===== src/design/ptm_pkg.sv =====
// constants, field layout and codes of the 10-bit periodic timer
// assumes an apb slave wrapper at byte addresses, one byte register per word
// Operation
// - ten-bit up-counter compared continuously with compare A and compare P
// - counter returns to zero when run enable rises; software cannot change it otherwise
// - overflow or selected comparator match clears the counter and raises a request
// - count hold freezes the counter; releasing it resumes from the held value
// - three-bit selector picks system, high-speed, timebase or external edge count clock
// - run enable low stops counting; counter keeps its residual value
// - compare-match mode: run enable rising puts output at its initial level
// - two-bit mode: compare, capture, pwm/single pulse, timer; timer leaves pin undriven
// - compare-match mode: action on A match is none, low, high or toggle
// - pwm mode: action is inactive, active, pwm waveform or single pulse
// - capture mode: capture on rising, falling, both edges or disabled
// - a requested level equal to the present level leaves the pin unchanged
// - level control sets initial or active level; no effect in timer mode
// - invert bit inverts the pin signal; no effect in timer mode
// - capture source is timer pins when zero, external count input when one
// - compare-match and timer modes: clear source A match when one, else P match or overflow if P is zero
// - counter reads as low byte and two-bit high byte, upper bits zero
// - compare A writable only with auto adjust off; both bytes reset to zero
// - compare A writes go direct when off, else wait for the next reload
// - with auto adjust on, each reload loads compare A from the adjust value
// - pwm period is compare P clocks, or 1024 clocks when compare P is zero
// - in compare-match and timer modes with clear source one, the compare P flag is never raised
package ptm_pkg;
  localparam int         CNT_W      = 10;
  localparam int         ADDR_W     = 8;
  localparam logic [7:0] OFF_CTRL0  = 8'h00;
  localparam logic [7:0] OFF_CTRL1  = 8'h04;
  localparam logic [7:0] OFF_CNT_L  = 8'h08;
  localparam logic [7:0] OFF_CNT_H  = 8'h0C;
  localparam logic [7:0] OFF_CMPA_L = 8'h10;
  localparam logic [7:0] OFF_CMPA_H = 8'h14;
  localparam logic [7:0] OFF_CMPP_L = 8'h18;
  localparam logic [7:0] OFF_CMPP_H = 8'h1C;
  localparam logic [7:0] OFF_STATUS = 8'h20;
  localparam logic [7:0] OFF_CONFIG = 8'h24;
  localparam int         C0_HOLD    = 7;
  localparam int         C0_CKS_LSB = 4;
  localparam int         C0_RUN     = 3;
  localparam logic [7:0] C0_MASK    = 8'hF8;
  localparam int         C1_MODE    = 6;
  localparam int         C1_IO      = 4;
  localparam int         C1_OC      = 3;
  localparam int         C1_INV     = 2;
  localparam int         C1_CAPS    = 1;
  localparam int         C1_CCLR    = 0;
  localparam int         ST_FLAG_A  = 0;
  localparam int         ST_FLAG_P  = 1;
  localparam int         CFG_ADJ    = 0;
  localparam logic [7:0] CTRL_RST   = 8'h00;
  localparam logic [9:0] CMP_RST    = 10'h000;
  localparam logic [9:0] CNT_MAX    = 10'h3FF;
  localparam logic [1:0] SYS_DIV_END = 2'h3;
  localparam logic [5:0] HS16_END   = 6'h0F;
  localparam logic [5:0] HS64_END   = 6'h3F;
  typedef enum logic [1:0] {MODE_CMP, MODE_CAP, MODE_PWM, MODE_TMR} ptm_mode_e;
  typedef enum logic [2:0] {CKS_SYS4, CKS_SYS, CKS_HS16, CKS_HS64, CKS_TB, CKS_HS,
                            CKS_EXT_RISE, CKS_EXT_FALL} ptm_cks_e;
  typedef enum logic [1:0] {ACT_0, ACT_1, ACT_2, ACT_3} ptm_act_e;
endpackage


===== src/design/ptm_timer.sv =====
// 10-bit periodic timer with apb register access and two timer pins
// hs_clk_en and tb_clk_en are one-cycle enables from logic on mclk;
// ext_count_in and the pin inputs are asynchronous and are synchronised here
`timescale 1ns/1ps
module ptm_timer
  import ptm_pkg::*;
(
  // clock and reset
  input  wire logic        mclk,
  input  wire logic        rst,
  // apb slave
  input  wire logic        psel,
  input  wire logic        penable,
  input  wire logic        pwrite,
  input  wire logic [7:0]  paddr,
  input  wire logic [31:0] pwdata,
  output logic [31:0]      prdata,
  output logic             pready,
  output logic             pslverr,
  // internal clock enables and auto adjust value
  input  wire logic        hs_clk_en,
  input  wire logic        tb_clk_en,
  input  wire logic [9:0]  adj_value,
  // external pins
  input  wire logic        ext_count_in,
  input  wire logic        tp0_in,
  output logic             tp0_out,
  output logic             tp0_oe,
  input  wire logic        tp1_in,
  output logic             tp1_out,
  output logic             tp1_oe
);

  typedef struct packed {
    logic [7:0]  ctrl0;
    logic [7:0]  ctrl1;
    logic [9:0]  cmpa_buf;
    logic [9:0]  cmpa_act;
    logic [9:0]  cmpp;
    logic [9:0]  cnt;
    logic        out_lvl;
    logic        pin;
    logic        flag_a;
    logic        flag_p;
    logic        auto_adjust_switch;
    logic        run_d;
    logic [1:0]  pre4;
    logic [5:0]  preh;
    logic [2:0]  ext_s;
    logic [2:0]  p0_s;
    logic [2:0]  p1_s;
    logic [31:0] rdata;
  } ptm_state_s;

  ptm_state_s s_reg;
  ptm_state_s s_next;

  logic       run;
  logic       hold;
  ptm_cks_e   cks;
  ptm_mode_e  mode;
  ptm_act_e   act;
  logic       oc;
  logic       inv;
  logic       caps;
  logic       cclr;
  logic       run_rise;
  logic       ext_rise;
  logic       ext_fall;
  logic       src_tick;
  logic       count_en;
  logic [9:0] cnt_inc;
  logic       match_a;
  logic       match_p;
  logic       clr;
  logic       reload;
  logic       spm;
  logic       cap_rise;
  logic       cap_fall;
  logic       cap_evt;
  logic       pwm_act;
  logic       setup;
  logic       wr;
  logic       mapped;
  logic [7:0] rbyte;

  always_comb begin
    run      = s_reg.ctrl0[C0_RUN];
    hold     = s_reg.ctrl0[C0_HOLD];
    cks      = ptm_cks_e'(s_reg.ctrl0[C0_CKS_LSB +: 3]);
    mode     = ptm_mode_e'(s_reg.ctrl1[C1_MODE +: 2]);
    act      = ptm_act_e'(s_reg.ctrl1[C1_IO +: 2]);
    oc       = s_reg.ctrl1[C1_OC];
    inv      = s_reg.ctrl1[C1_INV];
    caps     = s_reg.ctrl1[C1_CAPS];
    cclr     = s_reg.ctrl1[C1_CCLR];
    spm      = (mode == MODE_PWM) && (act == ACT_3);
    run_rise = run && !s_reg.run_d;
    ext_rise = s_reg.ext_s[1] && !s_reg.ext_s[2];
    ext_fall = !s_reg.ext_s[1] && s_reg.ext_s[2];
    // count clock source as a one-cycle enable
    case (cks)
      CKS_SYS4:     src_tick = (s_reg.pre4 == SYS_DIV_END);
      CKS_SYS:      src_tick = 1'b1;
      CKS_HS16:     src_tick = hs_clk_en && (s_reg.preh[3:0] == HS16_END[3:0]);
      CKS_HS64:     src_tick = hs_clk_en && (s_reg.preh == HS64_END);
      CKS_TB:       src_tick = tb_clk_en;
      CKS_HS:       src_tick = hs_clk_en;
      CKS_EXT_RISE: src_tick = ext_rise;
      CKS_EXT_FALL: src_tick = ext_fall;
      default:      src_tick = 1'b0;
    endcase
    // no counting while off or held; the rising edge cycle only zeroes
    count_en = run && !hold && src_tick && !run_rise;
    cnt_inc  = s_reg.cnt + 10'h001;
    // both comparators look at the next count; zero compare P means 1024
    match_a  = count_en && (cnt_inc == s_reg.cmpa_act) && (mode != MODE_CAP);
    match_p  = count_en && (cnt_inc == s_reg.cmpp) && !spm;
    // clear source; pwm, single pulse and capture ignore the select bit
    case (mode)
      MODE_CMP, MODE_TMR: clr = cclr ? match_a : match_p;
      MODE_CAP:           clr = match_p;
      MODE_PWM:           clr = spm ? 1'b0 : match_p;
      default:            clr = 1'b0;
    endcase
    // buffered compare A takes effect at the period boundary
    reload   = clr || (count_en && (s_reg.cnt == CNT_MAX));
    // capture trigger source and edge
    cap_rise = caps ? ext_rise
                    : ((s_reg.p0_s[1] && !s_reg.p0_s[2]) || (s_reg.p1_s[1] && !s_reg.p1_s[2]));
    cap_fall = caps ? ext_fall
                    : ((!s_reg.p0_s[1] && s_reg.p0_s[2]) || (!s_reg.p1_s[1] && s_reg.p1_s[2]));
    case (act)
      ACT_0:   cap_evt = cap_rise;
      ACT_1:   cap_evt = cap_fall;
      ACT_2:   cap_evt = cap_rise || cap_fall;
      default: cap_evt = 1'b0;
    endcase
    cap_evt  = cap_evt && run && (mode == MODE_CAP);
    // pwm duty: compare A at or above the period gives a full duty
    case (act)
      ACT_0:   pwm_act = 1'b0;
      ACT_1:   pwm_act = 1'b1;
      ACT_2:   pwm_act = s_reg.cnt < s_reg.cmpa_act;
      default: pwm_act = run;
    endcase
    setup  = psel && !penable;
    wr     = psel && penable && pwrite;
    mapped = (paddr <= OFF_CONFIG) && (paddr[1:0] == 2'h0);
    // counter bytes read only, upper high-byte bits read zero
    case (paddr)
      OFF_CTRL0:  rbyte = s_reg.ctrl0 & C0_MASK;
      OFF_CTRL1:  rbyte = s_reg.ctrl1;
      OFF_CNT_L:  rbyte = s_reg.cnt[7:0];
      OFF_CNT_H:  rbyte = {6'h00, s_reg.cnt[9:8]};
      OFF_CMPA_L: rbyte = s_reg.auto_adjust_switch ? s_reg.cmpa_act[7:0] : s_reg.cmpa_buf[7:0];
      OFF_CMPA_H: rbyte = {6'h00, s_reg.auto_adjust_switch ? s_reg.cmpa_act[9:8] : s_reg.cmpa_buf[9:8]};
      OFF_CMPP_L: rbyte = s_reg.cmpp[7:0];
      OFF_CMPP_H: rbyte = {6'h00, s_reg.cmpp[9:8]};
      OFF_STATUS: rbyte = {6'h00, s_reg.flag_p, s_reg.flag_a};
      OFF_CONFIG: rbyte = {7'h00, s_reg.auto_adjust_switch};
      default:    rbyte = 8'h00;
    endcase
  end

  always_comb begin
    s_next       = s_reg;
    s_next.run_d = run;
    s_next.pre4  = s_reg.pre4 + 2'h1;
    if (hs_clk_en) begin
      s_next.preh = s_reg.preh + 6'h01;
    end
    // first stage only feeds the second
    s_next.ext_s = {s_reg.ext_s[1:0], ext_count_in};
    s_next.p0_s  = {s_reg.p0_s[1:0], tp0_in};
    s_next.p1_s  = {s_reg.p1_s[1:0], tp1_in};
    if (setup) begin
      s_next.rdata = {24'h000000, rbyte};
    end
    if (wr) begin
      case (paddr)
        OFF_CTRL0:  s_next.ctrl0 = pwdata[7:0] & C0_MASK;
        // mode and pin action assumed changed only while off
        OFF_CTRL1:  s_next.ctrl1 = pwdata[7:0];
        // compare A locked while auto adjust is on; direct only while off
        OFF_CMPA_L: begin
          if (!s_reg.auto_adjust_switch) begin
            s_next.cmpa_buf[7:0] = pwdata[7:0];
            if (!run) begin
              s_next.cmpa_act[7:0] = pwdata[7:0];
            end
          end
        end
        OFF_CMPA_H: begin
          if (!s_reg.auto_adjust_switch) begin
            s_next.cmpa_buf[9:8] = pwdata[1:0];
            if (!run) begin
              s_next.cmpa_act[9:8] = pwdata[1:0];
            end
          end
        end
        OFF_CMPP_L: s_next.cmpp[7:0] = pwdata[7:0];
        OFF_CMPP_H: s_next.cmpp[9:8] = pwdata[1:0];
        OFF_STATUS: begin
          s_next.flag_a = s_reg.flag_a && !pwdata[ST_FLAG_A];
          s_next.flag_p = s_reg.flag_p && !pwdata[ST_FLAG_P];
        end
        OFF_CONFIG: s_next.auto_adjust_switch = pwdata[CFG_ADJ];
        default:    s_next.auto_adjust_switch = s_reg.auto_adjust_switch;
      endcase
    end
    // single pulse: external edge starts it, A match ends it
    if (spm && !run && ext_rise) begin
      s_next.ctrl0[C0_RUN] = 1'b1;
    end
    if (spm && match_a) begin
      s_next.ctrl0[C0_RUN] = 1'b0;
    end
    // counter: zero on run rising, cleared at period end, else count
    if (run_rise || clr) begin
      s_next.cnt = CMP_RST;
    end else if (count_en) begin
      s_next.cnt = cnt_inc;
    end
    // reload picks the adjust value or the buffered write
    if (run && reload) begin
      s_next.cmpa_act = s_reg.auto_adjust_switch ? adj_value : s_reg.cmpa_buf;
    end
    if (cap_evt) begin
      s_next.cmpa_act = s_reg.cnt;
      s_next.cmpa_buf = s_reg.cnt;
    end
    // sticky flags; a set in the clearing cycle wins
    if (match_a || cap_evt) begin
      s_next.flag_a = 1'b1;
    end
    if (match_p && !(((mode == MODE_CMP) || (mode == MODE_TMR)) && cclr)) begin
      s_next.flag_p = 1'b1;
    end
    // compare-match output level; equal request leaves it as is
    if (mode == MODE_CMP) begin
      if (run_rise) begin
        s_next.out_lvl = oc;
      end else if (match_a) begin
        case (act)
          ACT_1:   s_next.out_lvl = 1'b0;
          ACT_2:   s_next.out_lvl = 1'b1;
          ACT_3:   s_next.out_lvl = !s_reg.out_lvl;
          default: s_next.out_lvl = s_reg.out_lvl;
        endcase
      end
    end
    // level control then inversion; registered for a clean pin
    if (mode == MODE_PWM) begin
      s_next.pin = (pwm_act ? oc : !oc) ^ inv;
    end else begin
      s_next.pin = s_reg.out_lvl ^ inv;
    end
  end

  always_ff @(posedge mclk) begin
    if (rst) begin
      s_reg <= '0;
    end else begin
      s_reg <= s_next;
    end
  end

  // zero wait states; unmapped addresses answer with an error
  assign pready  = 1'b1;
  assign pslverr = psel && penable && !mapped;
  assign prdata  = s_reg.rdata;
  assign tp0_out = s_reg.pin;
  assign tp1_out = s_reg.pin;
  // timer mode and capture leave the pins undriven
  assign tp0_oe  = (mode == MODE_CMP) || (mode == MODE_PWM);
  assign tp1_oe  = tp0_oe;
endmodule


===== config.mk =====
export PLATFORM = sky130hd
export DESIGN_NAME = ptm_timer
export DESIGN_NICKNAME = d
export VERILOG_FILES = /design/src/design/ptm_pkg.sv /design/src/design/ptm_timer.sv
export SDC_FILE = /design/constraint.sdc
export NUM_CORES = 1
export LEC_CHECK = 0
export ABC_AREA = 1
export CAP_MARGIN = 0
export CORE_MARGIN = 4
export CORE_UTILIZATION = 67
export DETAILED_ROUTE_END_ITERATION = 12
export DONT_BUFFER_PORTS = 1
export PLACE_DENSITY_LB_ADDON = 0.08
export REMOVE_ABC_BUFFERS = 1
export SYNTH_ARGS = -nofsm -noshare
export SYNTH_HDL_FRONTEND = slang
export SYNTH_SLANG_ARGS = --single-unit
export TNS_END_PERCENT = 20

===== constraint.sdc =====
create_clock -name mclk -period 6.1 [get_ports mclk]
set_input_delay 0.305 -clock mclk [delete_from_list [all_inputs] [get_ports mclk]]
set_output_delay 0.305 -clock mclk [all_outputs]
set_load 0.03 [all_outputs]

==> results.toml <==
[synthesis]
synth_fa_ha_area_share_pct = 4.46
synthFlopType = "dfxtp_1"
synth_top_area_share_pct = 30.0
yosys.area_share.simple_pct = 31.2
synth_cell_types = 44
synth_compound_area_share_pct = 19.6
syn_inst = 865
synth_top_cells_by_area = "dfxtp_1 (30%), nand2_1 (14%), inv_1 (7.6%)"
synthMuxAreaShare_pct = 0
synth_edf_count = 0
synth_commonest_cells = "nand2_1 (209), inv_1 (113), dfxtp_1 (84), nor2_1 (78), o21ai_0 (70)"
yosysSeqAreaShare_pct = 30.0
synth_xor_xnor_area_share_pct = 0
synth_top_family_by_area = "simple AND/OR/NAND/NOR gates"
yosys_warnings = 0
syn_avg_cell_area_um2 = 6.49
synth_most_common_cell = "nand2_1"
async_flop_share_pct = 0
synth_top_area_cell = "dfxtp_1"
ys_ff_latch = 84
netlist_area_um2 = 5610

[timing]
fin_setup_tns_ns = 0
setup_viol = 0
rsz0062_at_grt = "no"
final.setup_skew_ns = 0.0136
slew_headroom_pct = 50.7
fmax_mhz = 275
maxSlewViolCount = 0
min_period_over_period_pct = 59.7
tightestPinTransition_ns = 0.737
fin_crit_ns = 3.64
hold_viol = 0

[floorplanning]
std_cell_rows = 33
core_area_um2 = 8180
io_pins = 98
dieArea_um2 = 9900
die_width_um = 99.5
start_util_pct = 68.6
fp.dieH_um = 99.5

[cts]
cts_tree = "yes"
h-tree-depth = 3
cts_inserted_buffers = 9
cts-root-buf = "clkbuf_8"
clkSinkCount = 84
cts_setup_buffers = 0
clkTransAtPathRegs_ns = 0.09
clk_latency_ns = 0.36
cts.path.max_buffers = 2

[worst_setup_path]
crit_fanout = 16
r2r_slack_ns = 2.46
crit_family = "simple AND/OR/NAND/NOR gates"
end_kind = "register"
r2r-end = "s_reg[75]"
crit_slowest_cell = "inv_1"
crit_type = "reg -> reg"
max_stage_delay_ns = 0.71
path_buf_inv = 2
reg2reg_from = "s_reg[41]"
r2r_cells = 14
startpoint_type = "register"
crit_required_ns = 6.35
worstPathArrival_ns = 3.89
worstPathCellList = "ha_1 > nand3_2 > nor2_1 > nand2_1 > nand2_1 > nand3_1 > inv_1 > nand3_2 > nor2_2 > nand3_2 > nand4_4 > nand2_1 > inv_1 > a21oi_2"

[finish]
final_util_pct = 69.3
largest_register_ffs = 56
num_antenna_cells = 0
fillers = 746
drive_above_1_share_pct = 7.53
seqCellArea_um2 = 1680
area_growth_pct = 1.03
multiInputGateArea_um2 = 3190
nets = 925

[hold_path]
hold-path-endpoint = "s_reg[48]"
worstHoldPathType = "in -> reg"
hp-start = "rst"
whs_path_depth = 1

[global_route]
overflow = 0
first_global_vias = 5423
grt.total_usage_pct = 34.2
grt_max_degree = 35
antenna_found_initial = 0
grt_pass1_wl_mm = 26.9

[drt]
drc = 0
wire_per_inst_um = 17.5
wl_met1_mm = 6.43
routed_via_density = 5.97
drtAntennaViolNets = 0
met2_length_mm = 7.70
via_count = 5698
route.met3.wl_mm = 1.77
drtIter0Drc = 640
drt_wl_total_mm = 16.7
drt_pre_antenna_iters = 8
highest_layer = "met4"

[job]
max-cap-violations = 0

[pwr]
ir_worst_vdd_mv = 0.143
leakage_nw = 2.44
power_density_nw_per_um2 = 176

[place]
dpl.hpwl_mm = 12.5
routabilityCongestion = 1.05
numPortBuffers = 0

[status]
status = "finished clean"
==> worst max-delay path by stage <==
stage / startpoint / to / depth (start not counted)
after floorplan: s_reg[41] / s_reg[75] / 14
after global placement: s_reg[41] / s_reg[75] / 14
after detailed placement: s_reg[41] / s_reg[82] / 14
after CTS: s_reg[41] / s_reg[82] / 13
after global routing: s_reg[41] / s_reg[79] / 14
final: s_reg[41] / s_reg[75] / 14
==> metrics by stage <==
step / cell area (um2) / cells / power [W] / hold WS (ns) / worst slack, ns
after detailed placement: 5460 / 936 / 0.000625 / 0.379 / 2.58
final: 5670 / 955 / 0.000999 / 0.00847 / 2.46
after global routing: 5670 / 955 / 0.00103 / 0.00585 / 2.13
after CTS: 5660 / 954 / 0.00100 / 0.000266 / 2.57
after floorplan: 5310 / 829 / 0.000616 / 0.372 / 3.46
after global placement: 5460 / 936 / 0.000623 / 0.378 / 2.71
==> power breakdown <==
group	total [W]	internal [W]	switching [W]
logic	0.0000610	0.0000127	0.0000483
clock network	0.000383	0.000155	0.000228
registers	0.000556	0.000553	0.00000260
total	0.000999	0.000720	0.000279
==> timing repair <==
action,4_1_cts,5_1_grt
hold buffers,2,1
gates resized for setup,0,0
hold endpoints to repair,15,1
==> layer usage <==
metal  global-route usage, %  vias up
met5                       0        -
li1                        -     2730
met4                    17.8        0
met2                    55.2      335
met1                    43.2     2561
met3                    7.01       72
==> cell type report <==
type | count | area share (%)
flip-flops and latches | 84 | 29.7
clock buffers | 9 | 2.18
repair buffers | 5 | 0.795
clock inverters | 7 | 1.02
multi-input cells | 628 | 56.3
well taps | 105 | 2.32
inverters | 117 | 7.75
==> cell families after synthesis <==
family | count (synthesis)
AO/OA/AOI/OAI | 189
adder cells (fa/ha/maj) | 20
buffers and inverters | 176
flip-flops | 84
other | 2
AND/OR/NAND/NOR | 394
==> worst register-to-register path, cell delays in order, from the launching register on <==
cell and delay [ns]:
dfxtp_1 0.39, ha_1 0.20, nand3_2 0.11, nor2_1 0.15, nand2_1 0.08, nand2_1 0.06
nand3_1 0.51, inv_1 0.72, nand3_2 0.22, nor2_2 0.19, nand3_2 0.32, nand4_4 0.36
nand2_1 0.08, inv_1 0.08, a21oi_2 0.06
==> placed cells by master, fill, tap and decap left out, types with 2 or more instances in the layout <==
cell type / netlist / final
nand2_1: 209 / 209
inv_1: 113 / 113
dfxtp_1: 84 / 84
nor2_1: 78 / 78
o21ai_0: 70 / 70
a21oi_1: 67 / 67
nand3_1: 47 / 47
conb_1: 2 / 25
ha_1: 20 / 20
nor3_1: 14 / 14
nand4_1: 13 / 13
nand2_2: 10 / 10
o21ai_1: 10 / 10
a211oi_2: 9 / 9
clkbuf_8: 0 / 9
nor2_2: 8 / 8
o22ai_1: 7 / 7
nand3_2: 6 / 6
o221ai_1: 5 / 5
a31oi_1: 5 / 5
a21oi_2: 4 / 4
a21boi_0: 3 / 3
inv_6: 0 / 3
dlygate4sd3_1: 0 / 3
clkinv_1: 2 / 2
nand4_4: 2 / 2
inv_2: 2 / 2
o211ai_1: 2 / 2
clkinvlp_4: 0 / 2
buf_4: 36 / 2
(Power assumes the default switching activity.)
